File: src/osr_params.svh
// constants of the output signal router: register offsets, reset values, field widths and codes
// assumes inclusion by the package, the modules of this block and the bench
`ifndef OSR_PARAMS_SVH
`define OSR_PARAMS_SVH

`define OSR_ADDR_W          8
`define OSR_OFF_SEL_A       8'h00
`define OSR_OFF_SEL_B       8'h04
`define OSR_OFF_SEL_NEAR    8'h08
`define OSR_OFF_POL_INV     8'h0C
`define OSR_OFF_ORIGIN      8'h10
`define OSR_OFF_STATUS      8'h14

`define OSR_RST_SEL_A       16'h0000
`define OSR_RST_SEL_B       16'h0100
`define OSR_RST_SEL_NEAR    16'h0000
`define OSR_RST_POL_INV     16'h0000
`define OSR_RST_ORIGIN      32'h0000_0000

`define OSR_SEL_W           4
`define OSR_NUM_SIG         9
`define OSR_NUM_OUT         3

`define OSR_CODE_NONE       4'h0
`define OSR_CODE_OUT1       4'h1
`define OSR_CODE_OUT3       4'h3

`define OSR_QUAD_DIV        16
`define OSR_EDM_MAX_MS      20
`define OSR_CLK_KHZ         50000

`endif

File: src/osr_pkg.sv
// types shared by the output signal router modules
// assumes osr_params.svh is on the include path
`include "osr_params.svh"

package osr_pkg;

    typedef enum logic [1:0]
    {
        OSR_MODE_POSITION,
        OSR_MODE_SPEED,
        OSR_MODE_FORCE
    } osr_mode_t;

    // index of each routable status signal in the routing vector
    typedef enum int
    {
        OSR_SIG_POS_DONE,
        OSR_SIG_SPEED_MATCH,
        OSR_SIG_MOVING,
        OSR_SIG_READY,
        OSR_SIG_FORCE_LIM,
        OSR_SIG_SPEED_LIM,
        OSR_SIG_BRAKE,
        OSR_SIG_WARN,
        OSR_SIG_NEAR
    } osr_sig_t;

    typedef logic [`OSR_SEL_W-1:0] osr_code_t;

endpackage : osr_pkg

File: src/osr_quad_gen.sv
// quadrature and origin pulse generator driven by decoded scale position words
// assumes position words arrive synchronous to clk, one per pos_vld_i pulse
`timescale 1ns/1ps
`include "osr_params.svh"

module osr_quad_gen
    import osr_pkg::*;
#(
    parameter int POS_W = 32,
    parameter int DIV   = `OSR_QUAD_DIV
)
(
    input  wire logic             clk_i,
    input  wire logic             rst_n_i,
    input  wire logic [POS_W-1:0] pos_i,
    input  wire logic             pos_vld_i,
    input  wire logic [POS_W-1:0] origin_i,
    output logic                  a_o,
    output logic                  b_o,
    output logic                  c_o
);

    logic [POS_W-1:0] cur_r;
    logic [POS_W-1:0] cur_nxt;
    logic [POS_W-1:0] tgt_r;
    logic [1:0]       ph_r;
    logic [1:0]       ph_nxt;
    logic [15:0]      div_r;

    // one step of the counter per enable, so the pulse rate is bounded
    wire step_en = (div_r == 16'(DIV - 1));
    wire go_up   = step_en && (tgt_r > cur_r);
    wire go_dn   = step_en && (tgt_r < cur_r);

    // gray sequence 00-01-11-10 forward, reverse backward
    assign ph_nxt  = go_up ? {ph_r[0], ~ph_r[1]} : go_dn ? {~ph_r[0], ph_r[1]} : ph_r;
    assign cur_nxt = go_up ? cur_r + POS_W'(1) : go_dn ? cur_r - POS_W'(1) : cur_r;

    always_ff @(posedge clk_i)
    begin
        if (!rst_n_i)
        begin
            cur_r <= '0;
            tgt_r <= '0;
            ph_r  <= 2'h0;
            div_r <= 16'h0000;
            a_o   <= 1'b0;
            b_o   <= 1'b0;
            c_o   <= 1'b0;
        end
        else
        begin
            div_r <= step_en ? 16'h0000 : div_r + 16'h0001;
            if (pos_vld_i)
                tgt_r <= pos_i;
            cur_r <= cur_nxt;
            ph_r  <= ph_nxt;
            a_o   <= ph_nxt[1];
            b_o   <= ph_nxt[0];
            c_o   <= (cur_nxt == origin_i);
        end
    end

endmodule : osr_quad_gen

File: src/osr_top.sv
// output signal router: routes status signals to three output circuits, drives the
// safety monitor output and the quadrature/origin pulse outputs; APB register access
// assumes all inputs synchronous to CORE_CLK_I; one clock, synchronous active-low reset
`timescale 1ns/1ps
`include "osr_params.svh"

module osr_top
    import osr_pkg::*;
#(
    parameter int POS_W  = 32,
    parameter int QDIV   = `OSR_QUAD_DIV
)
(
    input  wire logic             CORE_CLK_I,
    input  wire logic             RST_N_I,
    // apb slave
    input  wire logic             PSEL_I,
    input  wire logic             PENABLE_I,
    input  wire logic             PWRITE_I,
    input  wire logic [31:0]      PADDR_I,
    input  wire logic [31:0]      PWDATA_I,
    output logic [31:0]           PRDATA_O,
    output logic                  PREADY_O,
    output logic                  PSLVERR_O,
    // control mode of the drive
    input  wire logic [1:0]       CTRL_MODE_I,
    // internal status signals, high when the condition holds
    input  wire logic             POSITION_DONE_I,
    input  wire logic             SPEED_MATCH_I,
    input  wire logic             MOVING_I,
    input  wire logic             SERVO_READY_I,
    input  wire logic             FORCE_LIMITED_I,
    input  wire logic             SPEED_LIMITED_I,
    input  wire logic             HOLDING_BRAKE_I,
    input  wire logic             WARNING_I,
    input  wire logic             NEAR_I,
    // redundant safety base-block inputs, low when base block is demanded
    input  wire logic             SAFE_BLOCK_IN_1_N_I,
    input  wire logic             SAFE_BLOCK_IN_2_N_I,
    // decoded scale position words
    input  wire logic [POS_W-1:0] SCALE_POS_I,
    input  wire logic             SCALE_POS_VLD_I,
    // output circuits, high when the circuit is on
    output logic                  OUT_CIRCUIT_1_O,
    output logic                  OUT_CIRCUIT_2_O,
    output logic                  OUT_CIRCUIT_3_O,
    output logic                  SAFETY_MONITOR_OUT_O,
    output logic                  QUAD_PHASE_A_O,
    output logic                  QUAD_PHASE_A_N_O,
    output logic                  QUAD_PHASE_B_O,
    output logic                  QUAD_PHASE_B_N_O,
    output logic                  ORIGIN_PULSE_O,
    output logic                  ORIGIN_PULSE_N_O
);

    // registers
    logic [15:0]           sel_a_r;
    logic [15:0]           sel_b_r;
    logic [15:0]           sel_near_r;
    logic [15:0]           pol_inv_r;
    logic [POS_W-1:0]      origin_r;

    // apb decode
    wire  [`OSR_ADDR_W-1:0] addr       = PADDR_I[`OSR_ADDR_W-1:0];
    wire                    hi_zero    = (PADDR_I[31:`OSR_ADDR_W] == '0);
    wire                    hit_sel_a  = hi_zero && (addr == `OSR_OFF_SEL_A);
    wire                    hit_sel_b  = hi_zero && (addr == `OSR_OFF_SEL_B);
    wire                    hit_near   = hi_zero && (addr == `OSR_OFF_SEL_NEAR);
    wire                    hit_pol    = hi_zero && (addr == `OSR_OFF_POL_INV);
    wire                    hit_origin = hi_zero && (addr == `OSR_OFF_ORIGIN);
    wire                    hit_status = hi_zero && (addr == `OSR_OFF_STATUS);
    wire                    hit_any    = hit_sel_a | hit_sel_b | hit_near | hit_pol | hit_origin | hit_status;

    // the access completes on the second access cycle, when pready is high
    wire                    acc_done   = PSEL_I && PENABLE_I && PREADY_O;
    wire                    acc_first  = PSEL_I && PENABLE_I && !PREADY_O;
    wire                    wr_en      = acc_done && PWRITE_I && hit_any && !hit_status;

    // one write strobe per register
    wire                    wr_sel_a   = wr_en && hit_sel_a;
    wire                    wr_sel_b   = wr_en && hit_sel_b;
    wire                    wr_near    = wr_en && hit_near;
    wire                    wr_pol     = wr_en && hit_pol;
    wire                    wr_origin  = wr_en && hit_origin;

    // status view of the output circuits, the safety monitor, the non-inverted pulse outputs and its two safety base-block inputs
    wire  [31:0]            status_word = {22'h000000, SAFE_BLOCK_IN_2_N_I, SAFE_BLOCK_IN_1_N_I,
                                           SAFETY_MONITOR_OUT_O, ORIGIN_PULSE_O, QUAD_PHASE_B_O,
                                           QUAD_PHASE_A_O, OUT_CIRCUIT_3_O, OUT_CIRCUIT_2_O,
                                           OUT_CIRCUIT_1_O, 1'b0};

    wire  [31:0]            rd_mux =
        hit_sel_a  ? {16'h0000, sel_a_r}                  :
        hit_sel_b  ? {16'h0000, sel_b_r}                  :
        hit_near   ? {16'h0000, sel_near_r}               :
        hit_pol    ? {16'h0000, pol_inv_r}                :
        hit_origin ? 32'(origin_r)                        :
        hit_status ? status_word                          :
                     32'h0000_0000;

    always_ff @(posedge CORE_CLK_I)
    begin
        if (!RST_N_I)
        begin
            PREADY_O  <= 1'b0;
            PRDATA_O  <= 32'h0000_0000;
            PSLVERR_O <= 1'b0;
        end
        else
        begin
            PREADY_O  <= acc_first;
            PRDATA_O  <= (acc_first && !PWRITE_I) ? rd_mux : 32'h0000_0000;
            PSLVERR_O <= acc_first && (!hit_any || (PWRITE_I && hit_status));
        end
    end

    // each register holds its value until the completing edge of a write to it
    always_ff @(posedge CORE_CLK_I)
    begin
        if (!RST_N_I)
            sel_a_r <= `OSR_RST_SEL_A;
        else if (wr_sel_a)
            sel_a_r <= PWDATA_I[15:0];
    end

    always_ff @(posedge CORE_CLK_I)
    begin
        if (!RST_N_I)
            sel_b_r <= `OSR_RST_SEL_B;
        else if (wr_sel_b)
            sel_b_r <= PWDATA_I[15:0];
    end

    always_ff @(posedge CORE_CLK_I)
    begin
        if (!RST_N_I)
            sel_near_r <= `OSR_RST_SEL_NEAR;
        else if (wr_near)
            sel_near_r <= PWDATA_I[15:0];
    end

    always_ff @(posedge CORE_CLK_I)
    begin
        if (!RST_N_I)
            pol_inv_r <= `OSR_RST_POL_INV;
        else if (wr_pol)
            pol_inv_r <= PWDATA_I[15:0];
    end

    always_ff @(posedge CORE_CLK_I)
    begin
        if (!RST_N_I)
            origin_r <= POS_W'(`OSR_RST_ORIGIN);
        else if (wr_origin)
            origin_r <= PWDATA_I[POS_W-1:0];
    end

    // routing
    osr_mode_t                mode;
    logic [`OSR_NUM_SIG-1:0]  sig_raw;
    logic [`OSR_NUM_SIG-1:0]  sig_ok;
    logic [`OSR_NUM_SIG-1:0]  sig_act;
    osr_code_t                code [`OSR_NUM_SIG];
    logic [`OSR_NUM_OUT-1:0]  or_out;
    logic [`OSR_NUM_OUT-1:0]  fin_out;

    assign mode = osr_mode_t'(CTRL_MODE_I);

    assign sig_raw[OSR_SIG_POS_DONE]    = POSITION_DONE_I;
    assign sig_raw[OSR_SIG_SPEED_MATCH] = SPEED_MATCH_I;
    assign sig_raw[OSR_SIG_MOVING]      = MOVING_I;
    assign sig_raw[OSR_SIG_READY]       = SERVO_READY_I;
    assign sig_raw[OSR_SIG_FORCE_LIM]   = FORCE_LIMITED_I;
    assign sig_raw[OSR_SIG_SPEED_LIM]   = SPEED_LIMITED_I;
    assign sig_raw[OSR_SIG_BRAKE]       = HOLDING_BRAKE_I;
    assign sig_raw[OSR_SIG_WARN]        = WARNING_I;
    assign sig_raw[OSR_SIG_NEAR]        = NEAR_I;

    // position done, speed match, speed limited and near only evaluated in one control mode
    assign sig_ok[OSR_SIG_POS_DONE]    = (mode == OSR_MODE_POSITION);
    assign sig_ok[OSR_SIG_SPEED_MATCH] = (mode == OSR_MODE_SPEED);
    assign sig_ok[OSR_SIG_MOVING]      = 1'b1;
    assign sig_ok[OSR_SIG_READY]       = 1'b1;
    assign sig_ok[OSR_SIG_FORCE_LIM]   = 1'b1;
    assign sig_ok[OSR_SIG_SPEED_LIM]   = (mode == OSR_MODE_FORCE);
    assign sig_ok[OSR_SIG_BRAKE]       = 1'b1;
    assign sig_ok[OSR_SIG_WARN]        = 1'b1;
    assign sig_ok[OSR_SIG_NEAR]        = (mode == OSR_MODE_POSITION);

    assign sig_act = sig_raw & sig_ok;

    // selection codes, one nibble per signal
    assign code[OSR_SIG_POS_DONE]    = sel_a_r[3:0];
    assign code[OSR_SIG_SPEED_MATCH] = sel_a_r[7:4];
    assign code[OSR_SIG_MOVING]      = sel_a_r[11:8];
    assign code[OSR_SIG_READY]       = sel_a_r[15:12];
    assign code[OSR_SIG_FORCE_LIM]   = sel_b_r[3:0];
    assign code[OSR_SIG_SPEED_LIM]   = sel_b_r[7:4];
    assign code[OSR_SIG_BRAKE]       = sel_b_r[11:8];
    assign code[OSR_SIG_WARN]        = sel_b_r[15:12];
    assign code[OSR_SIG_NEAR]        = sel_near_r[3:0];

    // one OR per output circuit, then its inversion bit
    genvar k;
    generate
        for (k = 0; k < `OSR_NUM_OUT; k++)
        begin : g_out
            logic [`OSR_NUM_SIG-1:0] hits;
            genvar s;
            for (s = 0; s < `OSR_NUM_SIG; s++)
            begin : g_sig
                // codes 0 and above 3 drive nothing
                assign hits[s] = sig_act[s] && (code[s] == osr_code_t'(k + 1));
            end
            assign or_out[k]  = |hits;
            assign fin_out[k] = or_out[k] ^ pol_inv_r[k];
        end
    endgenerate

    // safety monitor: both channels demanding base block means both work normally
    wire edm_nxt = !SAFE_BLOCK_IN_1_N_I && !SAFE_BLOCK_IN_2_N_I;

    // quadrature generator
    logic qa;
    logic qb;
    logic qc;

    osr_quad_gen #(
        .POS_W (POS_W),
        .DIV   (QDIV)
    ) u_quad (
        .clk_i     (CORE_CLK_I),
        .rst_n_i   (RST_N_I),
        .pos_i     (SCALE_POS_I),
        .pos_vld_i (SCALE_POS_VLD_I),
        .origin_i  (origin_r),
        .a_o       (qa),
        .b_o       (qb),
        .c_o       (qc)
    );

    // output circuits after the inversion
    always_ff @(posedge CORE_CLK_I)
    begin
        if (!RST_N_I)
        begin
            OUT_CIRCUIT_1_O <= 1'b0;
            OUT_CIRCUIT_2_O <= 1'b0;
            OUT_CIRCUIT_3_O <= 1'b0;
        end
        else
        begin
            OUT_CIRCUIT_1_O <= fin_out[0];
            OUT_CIRCUIT_2_O <= fin_out[1];
            OUT_CIRCUIT_3_O <= fin_out[2];
        end
    end

    // one flop from the inputs, far inside the allowed delay
    always_ff @(posedge CORE_CLK_I)
    begin
        if (!RST_N_I)
            SAFETY_MONITOR_OUT_O <= 1'b0;
        else
            SAFETY_MONITOR_OUT_O <= edm_nxt;
    end

    // both halves of a pair come from flops of one edge, so a pair never skews
    always_ff @(posedge CORE_CLK_I)
    begin
        if (!RST_N_I)
        begin
            QUAD_PHASE_A_O   <= 1'b0;
            QUAD_PHASE_A_N_O <= 1'b1;
            QUAD_PHASE_B_O   <= 1'b0;
            QUAD_PHASE_B_N_O <= 1'b1;
            ORIGIN_PULSE_O   <= 1'b0;
            ORIGIN_PULSE_N_O <= 1'b1;
        end
        else
        begin
            QUAD_PHASE_A_O   <= qa;
            QUAD_PHASE_A_N_O <= !qa;
            QUAD_PHASE_B_O   <= qb;
            QUAD_PHASE_B_N_O <= !qb;
            ORIGIN_PULSE_O   <= qc;
            ORIGIN_PULSE_N_O <= !qc;
        end
    end

endmodule : osr_top

File: config.mk
export PLATFORM = sky130hd
export DESIGN_NAME = osr_top
export DESIGN_NICKNAME = d
export VERILOG_FILES = /design/src/osr_pkg.sv /design/src/osr_quad_gen.sv /design/src/osr_top.sv
export VERILOG_INCLUDE_DIRS = /design/src /design/src/src
export SDC_FILE = /design/constraint.sdc
export NUM_CORES = 1
export LEC_CHECK = 0
export BUFFER_PORTS_ARGS = -buffer_cell sky130_fd_sc_hd__buf_2
export CORE_MARGIN = 4
export CORE_UTILIZATION = 30
export DETAILED_ROUTE_END_ITERATION = 7
export PLACE_DENSITY = 0.52
export SYNTH_ARGS = -nofsm -noshare
export SYNTH_HDL_FRONTEND = slang
export SYNTH_SLANG_ARGS = --single-unit
File: constraint.sdc
create_clock -name CORE_CLK_I -period 6.6 [get_ports CORE_CLK_I]
set_input_delay 1.32 -clock CORE_CLK_I [delete_from_list [all_inputs] [get_ports CORE_CLK_I]]
set_output_delay 1.32 -clock CORE_CLK_I [all_outputs]
set_load 0.005 [all_outputs]
==> flow_summary.yaml <==
routing:
  drc: 0
  drt_wl_total_mm: 37.0
  wl_per_cell_um: 18.9
  ant_nets: 0
  num_vias: 10100
  first_pass_iters: 6
  via_per_inst: 5.18
  first_iter_violations: 841
finish:
  regArea_um2: 4460
  fillCellCount: 3796
  utilization_pct: 36.6
  layout_common_cells: "dfxtp_1 (223), nand2_1 (201), buf_2 (158)"
  fin_area_um2: 13400
  final_layout_size_suffix_gt1_share_pct: 17.0
  diodes: 0
  final_common_cell: "dfxtp_1"
  multi_input_area_um2: 6160
  synthToLayoutAreaGrowth_pct: 20.6
  final_nets: 1614
logic_synthesis:
  ys_ff_latch: 223
  synthArstFlopShare_pct: 0
  synth_area_leaders: "dfxtp_1 (40%), nand2_1 (6.8%), mux2i_1 (6.2%)"
  synth_seq_area_share_pct: 40.3
  netlist_instances: 1335
  synthesis.nets: 1485
  yosysTopAreaCell: "dfxtp_1"
  synth_area_um2: 11100
  syn_avg_cell_area_um2: 8.30
  synth_edf_count: 0
  yosysWarnings: 0
  yosysUniqueCellTypes: 74
  ys.flop_type: "dfxtp_1"
  synth_top_area_share_pct: 40.3
worst_setup_path:
  worstPathMaxFanout: 8
  worstSetupStartpointType: "register"
  worstSetupPathType: "register to register"
  cp.arrival_ns: 5.02
  critPathCaptureType: "register"
  worstPathRequired_ns: 7.10
global_routing:
  antenna_found_initial: 0
  grt_overflow_total: 0
  grt_start_max_net_pins: 94
  grt_pass1_vias: 9860
  grt_pass1_wl_mm: 57.1
  grt_usage_pct: 17.6
timing:
  setup_viol: 0
  fin_setup_tns_ns: 0
  fmax_mhz: 221
  fin_crit_sh_pct: 68.5
  period_minus_slack_ns: 4.52
  slew_viol_final: 0
  fin_ws_ns: 2.08
  worstMarginPinSlew_ns: 1.29
  slew_headroom_pct: 11.8
  hold_violations: 0
  clock_skew_ns: 0.0551
  rsz0062_at_grt: "false"
clock_tree:
  post_cts_buffers: 0
  cts_sinks: 223
  cts_htree_levels: 1
  cts_tree: "built"
  clkSlewWorstSetupHoldPaths_ns: 0.07
  clockRootBuffer: "clkbuf_16"
  post_cts_resized: 0
  cts-hold-fix-buffers: 0
  clock_latency_ns: 0.59
  numCtsBuffers: 28
  cts_buffer_depth: 3
run:
  max_cap_viol_count: 0
pwr:
  p_per_area_nw_per_um2: 249
  ir_drop_mv: 0.164
  power.total_mw: 3.33
  leakagePower_nw: 5.14
die:
  core_area_um2: 36500
  die_w_um: 200
  die-area_um2: 40100
  initial_utilization_pct: 30.3
  pin_count: 159
  rows: 70
  die_y_um: 200
placed_design:
  dp_slack_ns: 1.85
  gp_congestion: 0.930
  placed_area_um2: 12300
  dpl.hpwl_mm: 27.4
  numPortBuffers: 158
worst_hold_path:
  hold_path_class: "register to register"
status:
  status: "finished, final reports clean"
-- worst paths after layout --
kind / slack (ns) / startpoint / cells past startpoint / endpoint
setup reg to reg: 2.08 / u_quad.cur_r[13]$_SDFF_PN0_ / 12 / u_quad.c_o$_SDFF_PN0_
hold reg to reg: 0.44 / u_quad.c_o$_SDFF_PN0_ / 1 / ORIGIN_PULSE_N_O$_SDFF_PN1_
hold / removal: 0.44 / u_quad.c_o$_SDFF_PN0_ / 1 / ORIGIN_PULSE_N_O$_SDFF_PN1_
setup / recovery: 2.08 / u_quad.cur_r[13]$_SDFF_PN0_ / 12 / u_quad.c_o$_SDFF_PN0_
-- cell usage after synthesis, drive strengths merged, types with 3 or more instances --
master	n
dfxtp	223
nand2	201
nor2	154
a21oi	110
mux2i	69
clkbuf	58
inv	52
xnor2	51
and2	42
ha	35
nand3	31
nand4	31
nor4	30
nor3	25
a22oi	22
o21ai	22
buf	12
xor2	12
and3	10
mux2	10
o22ai	10
a221oi	9
o32ai	9
or3	9
a31oi	6
a32oi	6
nand2b	6
nand3b	6
nor2b	6
a2111oi	5
a22o	5
nor3b	5
or4	5
xnor3	4
a32o	3
nor4b	3
o211ai	3
o221a	3
o41ai	3
-- where the power goes --
group	switching [mW]	internal (mW)
clock	0.639	1.12
sequential	0.0104	1.36
combinational	0.126	0.0741
-- sequential cells by signal, indices dropped and copies added (netlist names), 2 cells and up --
signal	count
sel_near_r	16
sel_a_r	16
u_quad.tgt_r	32
u_quad.ph_r	2
u_quad.cur_r	32
sel_b_r	16
u_quad.div_r	16
origin_r	32
PRDATA_O	32
pol_inv_r	16
-- critical path: stages, from the launching register on --
cell and delay, ns:
dfxtp_1 0.51, inv_1 0.17, ha_1 0.33, nand4_1 0.20, nor4_1 0.67, a31oi_1 0.32
a32o_1 0.39, a32oi_1 0.33, xnor3_1 0.28, a2111oi_0 0.59, nand4_1 0.17, nor4_1 0.29
and4_1 0.21
-- layout make-up --
type,count,area share [%]
well taps,468,4.38
repair buffers,169,6.54
multi-input cells,990,46.1
flip-flops and latches,223,33.4
inverters,52,1.48
clock inverters,13,1.84
clock buffers,39,6.23
-- per-stage QoR --
step,hold WS [ns],std cells
6_report,0.442,1954
5_1_grt,0.469,1954
4_1_cts,0.444,1954
3_5_place_dp,0.430,1902
3_3_place_gp,0.427,1902
2_1_floorplan,0.363,1335
-- per-layer routing --
metal	track usage [%]	up-vias	part of all wire, %
met5	0	-	0
met3	2.95	59	6.0
met4	5.11	0	2.7
met2	28.8	324	46
met1	24.0	4772	46
li1	-	4963	-
-- kinds of logic (layout without fill, tap and decap cells) --
| family | Yosys count | in the layout | synth area share [%] |
|---|---|---|---|
| DFF | 223 | 223 | 40.3 |
| and+or+nand+nor | 573 | 573 | 24.5 |
| AOI/OAI and AO/OA | 236 | 236 | 14.0 |
| muxes | 79 | 79 | 7.25 |
| adders and majority gates | 35 | 35 | 3.95 |
| xor gates and xnor gates | 67 | 67 | 5.79 |
| buffers and inverters | 122 | 273 | 4.30 |
Note: power is estimated with default switching activity, not from simulation.
